### config.mk
export PLATFORM = sky130hd
export DESIGN_NAME = dcwsm_top
export DESIGN_NICKNAME = d
export VERILOG_FILES = /design/src/dcwsm_pkg.sv /design/src/dcwsm_top.sv
export SDC_FILE = /design/constraint.sdc
export NUM_CORES = 1
export LEC_CHECK = 0
export BUFFER_PORTS_ARGS = -buffer_cell sky130_fd_sc_hd__buf_2
export CORE_UTILIZATION = 57
export DETAILED_ROUTE_END_ITERATION = 10
export PLACE_DENSITY = 0.8
export SETUP_SLACK_MARGIN = 0.1
export SYNTH_ARGS = -nofsm -noshare
export SYNTH_HDL_FRONTEND = slang
export SYNTH_SLANG_ARGS = --single-unit
### constraint.sdc
create_clock -name clk_i -period 3 [get_ports clk_i]
set_input_delay 0.3 -clock clk_i [delete_from_list [all_inputs] [get_ports clk_i]]
set_output_delay 0.3 -clock clk_i [all_outputs]
set_load 0.005 [all_outputs]
### src/dcwsm_pkg.sv
package dcwsm_pkg;
  // Register byte addresses
  localparam logic [7:0] ADDR_CMD = 8'h00;
  localparam logic [7:0] ADDR_CFG = 8'h04;
  localparam logic [7:0] ADDR_ASSIGN = 8'h08;
  localparam logic [7:0] ADDR_STATUS = 8'h0C;
  // Command word bit positions
  localparam int B_SWITCH_ON = 0;
  localparam int B_EN_VOLT = 1;
  localparam int B_QSTOP = 2;
  localparam int B_EN_OP = 3;
  localparam int B_FRESET = 7;
  localparam int B_HALT = 8;
  localparam int B_ASSIGN_BASE = 10;
  // Configuration register fields
  localparam int CFG_STOP_KIND = 0;
  localparam int CFG_DIS_OP_STOP = 2;
  localparam int CFG_QS_HOLD = 3;
  localparam int CFG_ERR_POWER = 4;
  localparam int CFG_ERR_STAGE = 5;
  localparam int CFG_W = 6;
  localparam logic [5:0] CFG_RST = 6'h00;
  // Function assignment fields, one 3-bit code each
  localparam int ASG_REVERSE = 0;
  localparam int ASG_FAST = 4;
  localparam int ASG_FREEWHEEL = 8;
  localparam int ASG_DC = 12;
  localparam logic [2:0] ASG_NONE = 3'h0;
  localparam logic [2:0] ASG_C311 = 3'h1;
  localparam logic [2:0] ASG_C315 = 3'h5;
  localparam logic [15:0] ASSIGN_RST = 16'h0001;
  localparam logic [15:0] CMD_RST = 16'h0000;
  // Status register fields
  localparam int ST_REFUSED = 4;
  localparam int ST_MOTOR = 5;
  localparam int ST_STAGE = 6;
  localparam int ST_HALT = 7;

  typedef enum logic [3:0] {
    ST_NOT_READY = 4'h1,
    ST_SW_ON_DIS = 4'h2,
    ST_READY = 4'h3,
    ST_SWITCHED_ON = 4'h4,
    ST_OP_ENABLED = 4'h5,
    ST_QSTOP = 4'h6,
    ST_FAULT_REACT = 4'h7,
    ST_FAULT = 4'h8
  } dcwsm_state_t;

  typedef enum logic [1:0] {
    STOP_FAST = 2'h0,
    STOP_RAMP = 2'h1,
    STOP_FREEWHEEL = 2'h2,
    STOP_DC = 2'h3
  } dcwsm_stop_t;
endpackage : dcwsm_pkg

### src/dcwsm_top.sv
`timescale 1ns/100ps
module dcwsm_top #(
  parameter int CW_W = 16
) (
  // Clock and reset
  input wire logic clk_i,
  input wire logic nrst_i,
  // Register port
  input wire logic [7:0] addr_i,
  input wire logic [15:0] wr_data_i,
  input wire logic wr_i,
  input wire logic rd_i,
  output logic [15:0] rd_data_o,
  // Drive status from same-clock logic
  input wire logic init_done_i,
  input wire logic fault_active_i,
  input wire logic fault_reaction_done_i,
  input wire logic stop_done_i,
  // Terminal pins
  input wire logic fast_stop_pin_i,
  input wire logic freewheel_pin_i,
  // Drive controls
  output logic [3:0] state_o,
  output logic motor_power_o,
  output logic power_stage_req_o,
  output logic contactor_req_o,
  output logic ac_power_auth_o,
  output logic reverse_o,
  output logic halt_o,
  output logic [1:0] halt_stop_kind_select_o,
  output logic ramp_stop_o,
  output logic freewheel_o,
  output logic dc_brake_o
);
  if (CW_W != 16) begin : g_bad_width
    $error("dcwsm_top supports a 16-bit command word only");
  end

  localparam int CFG_W_L = dcwsm_pkg::CFG_W;
  logic rst_q1, rst_n, refused, freset_prev, freset_pend, qs_running;
  logic [1:0] fast_sync, free_sync;
  logic [15:0] cmd, assign_map;
  logic [CFG_W_L-1:0] cfg;
  dcwsm_pkg::dcwsm_state_t state, next_state;

  // Reset release through two flip-flops
  always_ff @(posedge clk_i or negedge nrst_i) begin
    if (!nrst_i) begin
      rst_q1 <= 1'b0;
      rst_n <= 1'b0;
    end else begin
      rst_q1 <= 1'b1;
      rst_n <= rst_q1;
    end
  end

  // Pins cross into the clock domain; only the second stage is read by logic
  always_ff @(posedge clk_i or negedge rst_n) begin
    if (!rst_n) begin
      fast_sync <= 2'h0;
      free_sync <= 2'h0;
    end else begin
      fast_sync <= {fast_sync[0], fast_stop_pin_i};
      free_sync <= {free_sync[0], freewheel_pin_i};
    end
  end

  // Bit carrying a function code; code 0 or out of range reads as inactive
  function automatic logic assigned_bit(input logic [15:0] w, input logic [2:0] code);
    logic r;
    r = 1'b0;
    if (code >= dcwsm_pkg::ASG_C311 && code <= dcwsm_pkg::ASG_C315) begin
      r = w[dcwsm_pkg::B_ASSIGN_BASE + int'(code)];
    end
    return r;
  endfunction : assigned_bit

  // Command decode looks only at the significant bits of each command
  logic cmd_dis_volt, cmd_qstop, cmd_shutdown, cmd_switch_on, cmd_enable_op;
  logic fast_req, free_req, cfg_wr, cfg_ok, cfg_return;
  assign cmd_dis_volt = !cmd[dcwsm_pkg::B_EN_VOLT];
  assign cmd_qstop = cmd[dcwsm_pkg::B_EN_VOLT] && !cmd[dcwsm_pkg::B_QSTOP];
  assign cmd_shutdown = cmd[2:0] == 3'h6;
  assign cmd_switch_on = cmd[2:0] == 3'h7 && !cmd[dcwsm_pkg::B_EN_OP];
  assign cmd_enable_op = cmd[3:0] == 4'hF;
  assign fast_req = fast_sync[1] ||
    assigned_bit(cmd, assign_map[dcwsm_pkg::ASG_FAST +: 3]);
  assign free_req = free_sync[1] ||
    assigned_bit(cmd, assign_map[dcwsm_pkg::ASG_FREEWHEEL +: 3]);
  assign cfg_wr = wr_i && (addr_i == dcwsm_pkg::ADDR_CFG || addr_i == dcwsm_pkg::ADDR_ASSIGN);
  assign cfg_ok = state != dcwsm_pkg::ST_OP_ENABLED && state != dcwsm_pkg::ST_QSTOP &&
    state != dcwsm_pkg::ST_FAULT_REACT;
  assign cfg_return = cfg_wr && state == dcwsm_pkg::ST_SWITCHED_ON;

  // Register writes; config is refused while the motor may be running
  always_ff @(posedge clk_i or negedge rst_n) begin
    if (!rst_n) begin
      cmd <= dcwsm_pkg::CMD_RST;
      cfg <= dcwsm_pkg::CFG_RST;
      assign_map <= dcwsm_pkg::ASSIGN_RST;
      refused <= 1'b0;
    end else if (wr_i) begin
      if (addr_i == dcwsm_pkg::ADDR_CMD) begin
        cmd <= wr_data_i;
      end else if (addr_i == dcwsm_pkg::ADDR_CFG) begin
        refused <= !cfg_ok;
        if (cfg_ok) begin
          cfg <= wr_data_i[CFG_W_L-1:0];
        end
      end else if (addr_i == dcwsm_pkg::ADDR_ASSIGN) begin
        refused <= !cfg_ok;
        if (cfg_ok) begin
          assign_map <= wr_data_i & 16'h7777;
        end
      end
    end
  end

  // Fault reset edge is held until the cause of the error has gone
  always_ff @(posedge clk_i or negedge rst_n) begin
    if (!rst_n) begin
      freset_prev <= 1'b0;
      freset_pend <= 1'b0;
    end else begin
      freset_prev <= cmd[dcwsm_pkg::B_FRESET];
      if (state != dcwsm_pkg::ST_FAULT) begin
        freset_pend <= 1'b0;
      end else if (cmd[dcwsm_pkg::B_FRESET] && !freset_prev) begin
        freset_pend <= 1'b1;
      end
    end
  end

  // Operating state machine; unmatched patterns keep the state
  always_comb begin
    next_state = state;
    if (fault_active_i && state != dcwsm_pkg::ST_FAULT_REACT && state != dcwsm_pkg::ST_FAULT &&
        state != dcwsm_pkg::ST_NOT_READY) begin
      next_state = dcwsm_pkg::ST_FAULT_REACT;
    end else begin
      case (state)
        dcwsm_pkg::ST_NOT_READY: begin
          if (init_done_i) next_state = dcwsm_pkg::ST_SW_ON_DIS;
        end
        dcwsm_pkg::ST_SW_ON_DIS: begin
          if (cmd_shutdown && !free_req) next_state = dcwsm_pkg::ST_READY;
        end
        dcwsm_pkg::ST_READY: begin
          if (cmd_dis_volt || cmd_qstop || free_req) next_state = dcwsm_pkg::ST_SW_ON_DIS;
          else if (cmd_enable_op) next_state = dcwsm_pkg::ST_OP_ENABLED;
          else if (cmd_switch_on) next_state = dcwsm_pkg::ST_SWITCHED_ON;
        end
        dcwsm_pkg::ST_SWITCHED_ON: begin
          if (cmd_dis_volt || cmd_qstop || free_req || cfg_return) begin
            next_state = dcwsm_pkg::ST_SW_ON_DIS;
          end else if (cmd_shutdown) next_state = dcwsm_pkg::ST_READY;
          else if (cmd_enable_op && !fast_req) next_state = dcwsm_pkg::ST_OP_ENABLED;
        end
        dcwsm_pkg::ST_OP_ENABLED: begin
          if (cmd_dis_volt || free_req) next_state = dcwsm_pkg::ST_SW_ON_DIS;
          else if (cmd_qstop) next_state = dcwsm_pkg::ST_QSTOP;
          else if (cmd_shutdown) next_state = dcwsm_pkg::ST_READY;
          else if (fast_req) next_state = dcwsm_pkg::ST_SWITCHED_ON;
          else if (cmd_switch_on && (!cfg[dcwsm_pkg::CFG_DIS_OP_STOP] || stop_done_i)) begin
            next_state = dcwsm_pkg::ST_SWITCHED_ON;
          end
        end
        dcwsm_pkg::ST_QSTOP: begin
          if (cmd_dis_volt || free_req) next_state = dcwsm_pkg::ST_SW_ON_DIS;
          else if (cmd_shutdown) next_state = dcwsm_pkg::ST_READY;
          else if (stop_done_i && !cfg[dcwsm_pkg::CFG_QS_HOLD]) begin
            next_state = dcwsm_pkg::ST_SW_ON_DIS;
          end
        end
        dcwsm_pkg::ST_FAULT_REACT: begin
          if (fault_reaction_done_i) next_state = dcwsm_pkg::ST_FAULT;
        end
        dcwsm_pkg::ST_FAULT: begin
          if (freset_pend && !fault_active_i) next_state = dcwsm_pkg::ST_SW_ON_DIS;
          else if (cmd_shutdown && !fault_active_i) next_state = dcwsm_pkg::ST_READY;
        end
        default: next_state = dcwsm_pkg::ST_NOT_READY;
      endcase
    end
  end

  always_ff @(posedge clk_i or negedge rst_n) begin
    if (!rst_n) begin
      state <= dcwsm_pkg::ST_NOT_READY;
    end else begin
      state <= next_state;
    end
  end

  // Quick stop of state 6 is in progress
  always_ff @(posedge clk_i or negedge rst_n) begin
    if (!rst_n) begin
      qs_running <= 1'b0;
    end else begin
      if (next_state != dcwsm_pkg::ST_QSTOP) qs_running <= 1'b0;
      else if (state != dcwsm_pkg::ST_QSTOP) qs_running <= 1'b1;
      else if (stop_done_i) qs_running <= 1'b0;
    end
  end

  // Drive controls, all registered
  logic halt_now, next_motor, next_stage;
  assign halt_now = next_state == dcwsm_pkg::ST_OP_ENABLED && cmd[dcwsm_pkg::B_HALT];
  always_comb begin
    next_motor = 1'b0;
    next_stage = 1'b0;
    case (next_state)
      dcwsm_pkg::ST_SWITCHED_ON: next_stage = 1'b1;
      dcwsm_pkg::ST_OP_ENABLED: begin
        next_stage = 1'b1;
        next_motor = !halt_now;
      end
      dcwsm_pkg::ST_QSTOP: begin
        next_stage = 1'b1;
        next_motor = state != dcwsm_pkg::ST_QSTOP || (qs_running && !stop_done_i);
      end
      dcwsm_pkg::ST_FAULT_REACT: begin
        next_stage = cfg[dcwsm_pkg::CFG_ERR_STAGE];
        next_motor = cfg[dcwsm_pkg::CFG_ERR_POWER];
      end
      default: next_motor = 1'b0;
    endcase
  end

  always_ff @(posedge clk_i or negedge rst_n) begin
    if (!rst_n) begin
      state_o <= 4'h1;
      motor_power_o <= 1'b0;
      power_stage_req_o <= 1'b0;
      contactor_req_o <= 1'b0;
      ac_power_auth_o <= 1'b0;
      reverse_o <= 1'b0;
      halt_o <= 1'b0;
      halt_stop_kind_select_o <= 2'h0;
      ramp_stop_o <= 1'b0;
      freewheel_o <= 1'b0;
      dc_brake_o <= 1'b0;
    end else begin
      state_o <= next_state;
      motor_power_o <= next_motor;
      power_stage_req_o <= next_stage;
      contactor_req_o <= cmd[dcwsm_pkg::B_SWITCH_ON];
      ac_power_auth_o <= cmd[dcwsm_pkg::B_EN_VOLT];
      reverse_o <= assigned_bit(cmd, assign_map[dcwsm_pkg::ASG_REVERSE +: 3]);
      halt_o <= halt_now;
      halt_stop_kind_select_o <= cfg[dcwsm_pkg::CFG_STOP_KIND +: 2];
      // Taken from the next state so the ramp flag drops on the same edge as state 4 shows
      ramp_stop_o <= next_state == dcwsm_pkg::ST_OP_ENABLED && cmd_switch_on &&
        cfg[dcwsm_pkg::CFG_DIS_OP_STOP];
      // Freewheel on a clear CFG_DIS_OP_STOP bit bypasses the ramp entirely
      freewheel_o <= state == dcwsm_pkg::ST_OP_ENABLED && next_state == dcwsm_pkg::ST_SWITCHED_ON &&
        !cfg[dcwsm_pkg::CFG_DIS_OP_STOP];
      dc_brake_o <= next_state == dcwsm_pkg::ST_OP_ENABLED &&
        assigned_bit(cmd, assign_map[dcwsm_pkg::ASG_DC +: 3]);
    end
  end

  // Read data stand only in the cycle after the strobe
  always_ff @(posedge clk_i or negedge rst_n) begin
    if (!rst_n) begin
      rd_data_o <= 16'h0000;
    end else if (!rd_i) begin
      rd_data_o <= 16'h0000;
    end else if (addr_i == dcwsm_pkg::ADDR_CMD) begin
      rd_data_o <= cmd;
    end else if (addr_i == dcwsm_pkg::ADDR_CFG) begin
      rd_data_o <= {{(16 - CFG_W_L){1'b0}}, cfg};
    end else if (addr_i == dcwsm_pkg::ADDR_ASSIGN) begin
      rd_data_o <= assign_map;
    end else if (addr_i == dcwsm_pkg::ADDR_STATUS) begin
      rd_data_o <= {8'h00, halt_o, power_stage_req_o, motor_power_o, refused, state};
    end else begin
      rd_data_o <= 16'h0000;
    end
  end
endmodule : dcwsm_top

==> results of run 1 <==
final cells by class:
type                            instances  area (um^2)  area share
Clock buffer                           10          128      0.0265
Timing Repair Buffer                   87          495       0.103
Clock inverter                          6         90.1      0.0187
Tap cell                               96          120      0.0250
Sequential cell                        75         1880       0.391
Multi-Input combinational cell        236         2050       0.425
Inverter                               13         48.8      0.0101
placed cells by master (no fill, tap or decap), drive strengths merged, types with 3 or more instances in the layout:
cell type,netlist,routed
o21ai,19,19
nor4b,4,4
o31ai,3,3
inv,13,13
mux2i,19,19
o21a,4,4
a21oi,8,8
buf,7,86
mux4,14,14
nor2b,7,7
and2,5,5
nor3,5,5
nand3,4,4
nor2,16,16
mux2,25,25
nand2,29,29
nor4,3,3
clkbuf,10,10
a22o,6,6
nand2b,4,4
a31oi,3,3
ha,12,12
o211ai,3,3
dfrtp,73,73
nand4,4,4
clkinv,0,3
a221oi,5,5
worst max-delay path, stage by stage, from the launching register on:
cell	delay, ps
dfrtp_1	430
ha_4	210
mux4_1	620
mux2i_1	210
o22ai_2	140
buf_4	170
o41ai_2	320
o2111ai_2	190
nor3b_4	310
and4b_1	230
sequential cells by signal (all words and copies together) (netlist names), 2 cells and up:
register                 count
assign_map                  12
cfg                          6
cmd                         16
fast_sync                    2
free_sync                    2
halt_stop_kind_select_o      2
rd_data_o                   16
state_o                      4
power by group through the flow:
| stage | registers, mW | logic, mW | clock network (mW) |
|---|---|---|---|
| final | 1.22 | 0.745 | 0.857 |
| after CTS | 1.21 | 0.706 | 0.858 |
| after floorplan | 1.18 | 0.498 | 0 |
| after detailed placement | 1.23 | 0.687 | 0 |
| after global routing | 1.23 | 0.805 | 0.903 |
| after global placement | 1.23 | 0.676 | 0 |
metal layers:
layer	up-vias	global-route usage	wire, um
met5	-	0	0
met4	0	0.126	393
met2	222	0.448	4910
met3	33	0.0645	955
li1	1423	-	-
met1	1597	0.426	4420
final timing paths:
check | startpoint | cells past startpoint | slack, ps | end
max | assign_map[9] | 9 | 110 | ramp_stop_o
min | freewheel_pin_i | 1 | 50 | free_sync[0]
max reg2reg | assign_map[9] | 9 | 110 | ramp_stop_o
min reg2reg | rst_n | 0 | 280 | assign_map[13]
max in group asynchronous | rst_n | 1 | 1890 | assign_map[0]
min in group asynchronous | nrst_i | 2 | 250 | rst_q1
metrics by stage:
stage | utilization | setup slack (ps) | hold WS, ps | power (mW)
2_1_floorplan | - | 402 | 4.41 | 1.68
3_3_place_gp | 0.663 | 195 | 85.0 | 1.91
3_5_place_dp | 0.663 | 31.4 | 87.9 | 1.92
4_1_cts | 0.699 | 108 | 49.1 | 2.78
5_1_grt | 0.708 | 7.87 | 45.4 | 2.94
6_report | 0.708 | 109 | 49.3 | 2.82
logic make-up (layout without fill, tap and decap cells):
family / after synthesis / after routing / share of synthesized area
and+or+nand+nor: 94 / 94 / 0.130
other: 1 / 1 / 0.000939
muxes: 58 / 58 / 0.201
xor gates and xnor gates: 2 / 2 / 0.00439
adders and majority gates: 12 / 12 / 0.0376
buffers and inverters: 30 / 116 / 0.0301
DFF: 75 / 75 / 0.471
AOI/OAI and AO/OA: 69 / 69 / 0.125
what timing repair did:
item / CTS / global route
hold buffers: 1 / 0
pin swaps: 1 / 3
resized for setup: 2 / 4
endpoints found under the hold margin: 2 / 0
setup endpoints to repair: 4 / 4
setup buffers: 1 / 4
==> flow_summary.ini, run 1 <==
[power]
p_per_area_nw_per_um2 = 587
peakVddDrop_uv = 297
comb_power_share = 0.264
seqPwrFrac = 0.432
swShare = 0.317
intPower_mw = 1.93
switchingPower_uw = 896
p_leak_nw = 2.28
power_frac_clock = 0.304

[logic_synthesis]
async_reset_ff_frac = 1.00
ys_types = 60
synth_seq_cells = 75
ys.flop_type = dfrtp_1
syn-cell-area_um2 = 3990
synth_area_leaders = dfrtp_1, mux2_2, mux4_2
synth_fp_nets = 387
syn_area_per_cell_um2 = 11.7
synth_top_area_frac = 0.458
synth_commonest_cells = dfrtp_1, nand2_1, mux2_2
synth-edff-count = 0
yosysSeqAreaShare = 0.471
synth_top_area_cell = dfrtp_1
yosysMostFrequentCell = dfrtp_1
yosysWarningCount = 0
netlist_instances = 341

[worst_setup_path]
critPathCaptureType = flip-flop
crit_fanout = 4
path_class = reg -> reg
critPathArrivalTime_ps = 3190
crit_path_start_kind = flip-flop
crit_required_ps = 3300

[job]
cap_violations = 0

[clocking]
cts_max_level = 3
cts-root-buf = clkbuf_8
cts_buffers = 9
clk_pin_slew_ps = 80
clkSinkCount = 75
cts_tree = built
clkLatencyLatePin_ps = 360
cts_buffer_depth = 2

[timing]
post-route-period-util = 0.964
max_freq_mhz = 346
finalHoldViolations = 0
layout_min_cycle_time_ps = 2890
finalSetupViolations = 0
drv_slew = 0
worstMarginPinSlew_ps = 598
tns_ps = 0
fin_skew_ps = 12.2
slew_headroom = 0.602
rsz0062_at_grt = false

[route]
wl_um = 10700
first_pass_iters = 6
drt-initial-drc-count = 282
vias = 3275
wl_per_cell_um = 20.4
ant_nets = 0
drc = 0
viasPerCell = 6.26

[finish]
nets = 468
fill_cells = 480
syn2layout_area_growth_pct = 20.5
drive_above_1_share = 0.363
stdcell_area_um2 = 4810
num_antenna_cells = 0
fin_cells = 523

[placed_design]
dp_hpwl_um = 7170
place_congestion = 0.934
dp.cells = 501
numPortBuffers = 64
dpl-instance-area_um2 = 4510

[die]
initial_core_util = 0.588
die_area_um2 = 7340
fp.dieW_um = 85.7
die_height_um = 85.7
io_pins = 65
rows = 30
core_area_um2 = 6790

[global_route]
grt_first_pass_wirelength_um = 16200
grt_usage = 0.299
grt_pass1_vias = 3027
antenna_found_initial = 0
globalRouteOverflowTotal = 0
grt_start_max_net_pins = 30

[outcome]
status = finished clean

[min_path]
hold_class = in -> reg
Power figures use the tool's default switching activity.
==> run 2, diff against run 1 <==
--- a/config.mk
+++ b/config.mk
@@ -6,8 +6,10 @@
 export NUM_CORES = 1
 export LEC_CHECK = 0
 export BUFFER_PORTS_ARGS = -buffer_cell sky130_fd_sc_hd__buf_2
+export CORE_ASPECT_RATIO = 2
 export CORE_UTILIZATION = 57
 export DETAILED_ROUTE_END_ITERATION = 10
+export HOLD_SLACK_MARGIN = 0.12
 export PLACE_DENSITY = 0.8
 export SETUP_SLACK_MARGIN = 0.1
 export SYNTH_ARGS = -nofsm -noshare
==> run 2 against run 1 <==
Against the previous run: wire length increased by 0.44%; utilization grew 2.5 points; flip-flop and latch count stayed put; die area is 0.27% higher; clock skew is 5.0 ps lower; design area grew 1.7%; register-to-register slack improved by 120 ps; non-clock buffer count fell by 3; worst setup slack improved by 120 ps; clock-buffer cell count did not move; highest routed layer unchanged; cell count decreased by 2.1%.
==> flow_summary.ini, run 2 (same netlist as run 1, synthesis figures left out) <==
[outcome]
status = finished clean

[finish]
syn2layout_area_growth_pct = 22.5
final_common_cell = dfrtp_1
fin_cells = 512
num_antenna_cells = 0
utilization = 0.733
final_cell_mix = dfrtp_1, buf_2, nand2_1, mux2_2
drive_above_1_share = 0.354
reg_top3 = cmd (16), rd_data_o (16), assign_map (12)
nets = 465
stdcell_area_um2 = 4890

[worst_setup_path]
reg2reg_depth = 9
cpPeakStageDelay_ps = 430
path_buf_inv = 1
startpoint = assign_map[9]
path_class = reg -> reg
crit_family = simple AND/OR/NAND/NOR gates
crit_chain = inv_1 > ha_1 > mux4_1 > mux2i_1 > o22ai_1 > or2_4 > or3_1 > nor3b_4 > and4b_1
crit_fanout = 6
critPathArrivalTime_ps = 3050
worst-path-stages = 9
r2r_setup_slack_ps = 230
critPathCaptureType = flip-flop
crit_end = ramp_stop_o
crit_path_start_kind = flip-flop
cp_slowest_cell = dfrtp_2
crit_required_ps = 3280
reg2reg_from = assign_map[9]
worstReg2RegEnd = ramp_stop_o

[placed_design]
dpl-instance-area_um2 = 4510
numPortBuffers = 64
place_congestion = 0.955
pre_cts_ws_ps = 133
dp_hpwl_um = 7940
dp.cells = 493

[clocking]
cts-root-buf = clkbuf_16
clkLatencyLatePin_ps = 340
cts_tree = built
clkSinkCount = 75
post_cts_buffers = 0
cts_buffer_depth = 2
cts_buffers = 9
clk_pin_slew_ps = 60
cts_max_level = 3

[timing]
worstMarginPinSlew_ps = 756
timing.hold.ws_ps = 183
finalHoldViolations = 0
layout_min_cycle_time_ps = 2770
finalSetupViolations = 0
rsz0062_at_grt = false
slew_headroom = 0.496
drv_slew = 0
fin_skew_ps = 7.20
tns_ps = 0
post-route-period-util = 0.924
max_freq_mhz = 361
worst_slack_ps = 227

[global_route]
antenna_found_initial = 0
grt_start_max_net_pins = 43
globalRouteOverflowTotal = 0
grt_usage = 0.322
grt_pass1_vias = 3253
grt_first_pass_wirelength_um = 16600

[die]
core_area_um2 = 6670
fp.dieW_um = 61.2
rows = 42
io_pins = 65
die_area_um2 = 7360
initial_core_util = 0.598
die_height_um = 120

[min_path]
min_from = wr_data_i[13]
hold_class = in -> reg

[route]
viasPerCell = 6.22
vias = 3187
wl_per_cell_um = 20.9
drc = 0
ant_nets = 0
drt-initial-drc-count = 195
wl_um = 10700
first_pass_iters = 5

[power]
p_leak_nw = 2.33
peakVddDrop_uv = 514
p_per_area_nw_per_um2 = 634
power_mw = 3.10

[job]
cap_violations = 0
-- run 2: what timing repair did --
| action | CTS | global route |
|---|---|---|
| endpoints found under the setup margin | 0 | 5 |
| resized for setup | 0 | 5 |
| hold endpoints to repair | 4 | 0 |
| hold buffers | 3 | 0 |
-- run 2: layer usage --
layer,global-route usage,up-vias,wire (um)
met5,0,-,0
met4,0.193,0,607
met3,0.0717,49,592
met2,0.546,160,5840
met1,0.346,1558,3690
li1,-,1420,-
-- run 2: worst min path at each step --
stage / end / slack (ps) / cells past startpoint
6_report: assign_map[13] / 180 / 3
5_1_grt: cmd[15] / 200 / 2
4_1_cts: assign_map[13] / 180 / 3
3_5_place_dp: rst_q1 / 90 / 1
3_3_place_gp: rst_q1 / 80 / 1
2_1_floorplan: rst_n / 4 / 0
-- run 2: cell type report --
cell class                 count  area, um^2
clock inverter                 6        93.8
multi-input combinational    236        2030
timing repair buffer          84         490
fill                         496        1780
sequential                    75        1880
tap                           88         110
clock buffer                  10         239
inverter                      13        48.8
-- run 2: report_power, final --
part | total, mW | switching [mW] | leakage (nW) | internal (mW)
registers | 1.24 | 0.145 | 0.953 | 1.09
clock network | 1.19 | 0.428 | 0.160 | 0.759
logic | 0.674 | 0.342 | 1.22 | 0.332
-- run 2: worst min-delay path, stage by stage --
cell,delay [ps]
buf_2,90
nand2_1,40
o21ai_0,60
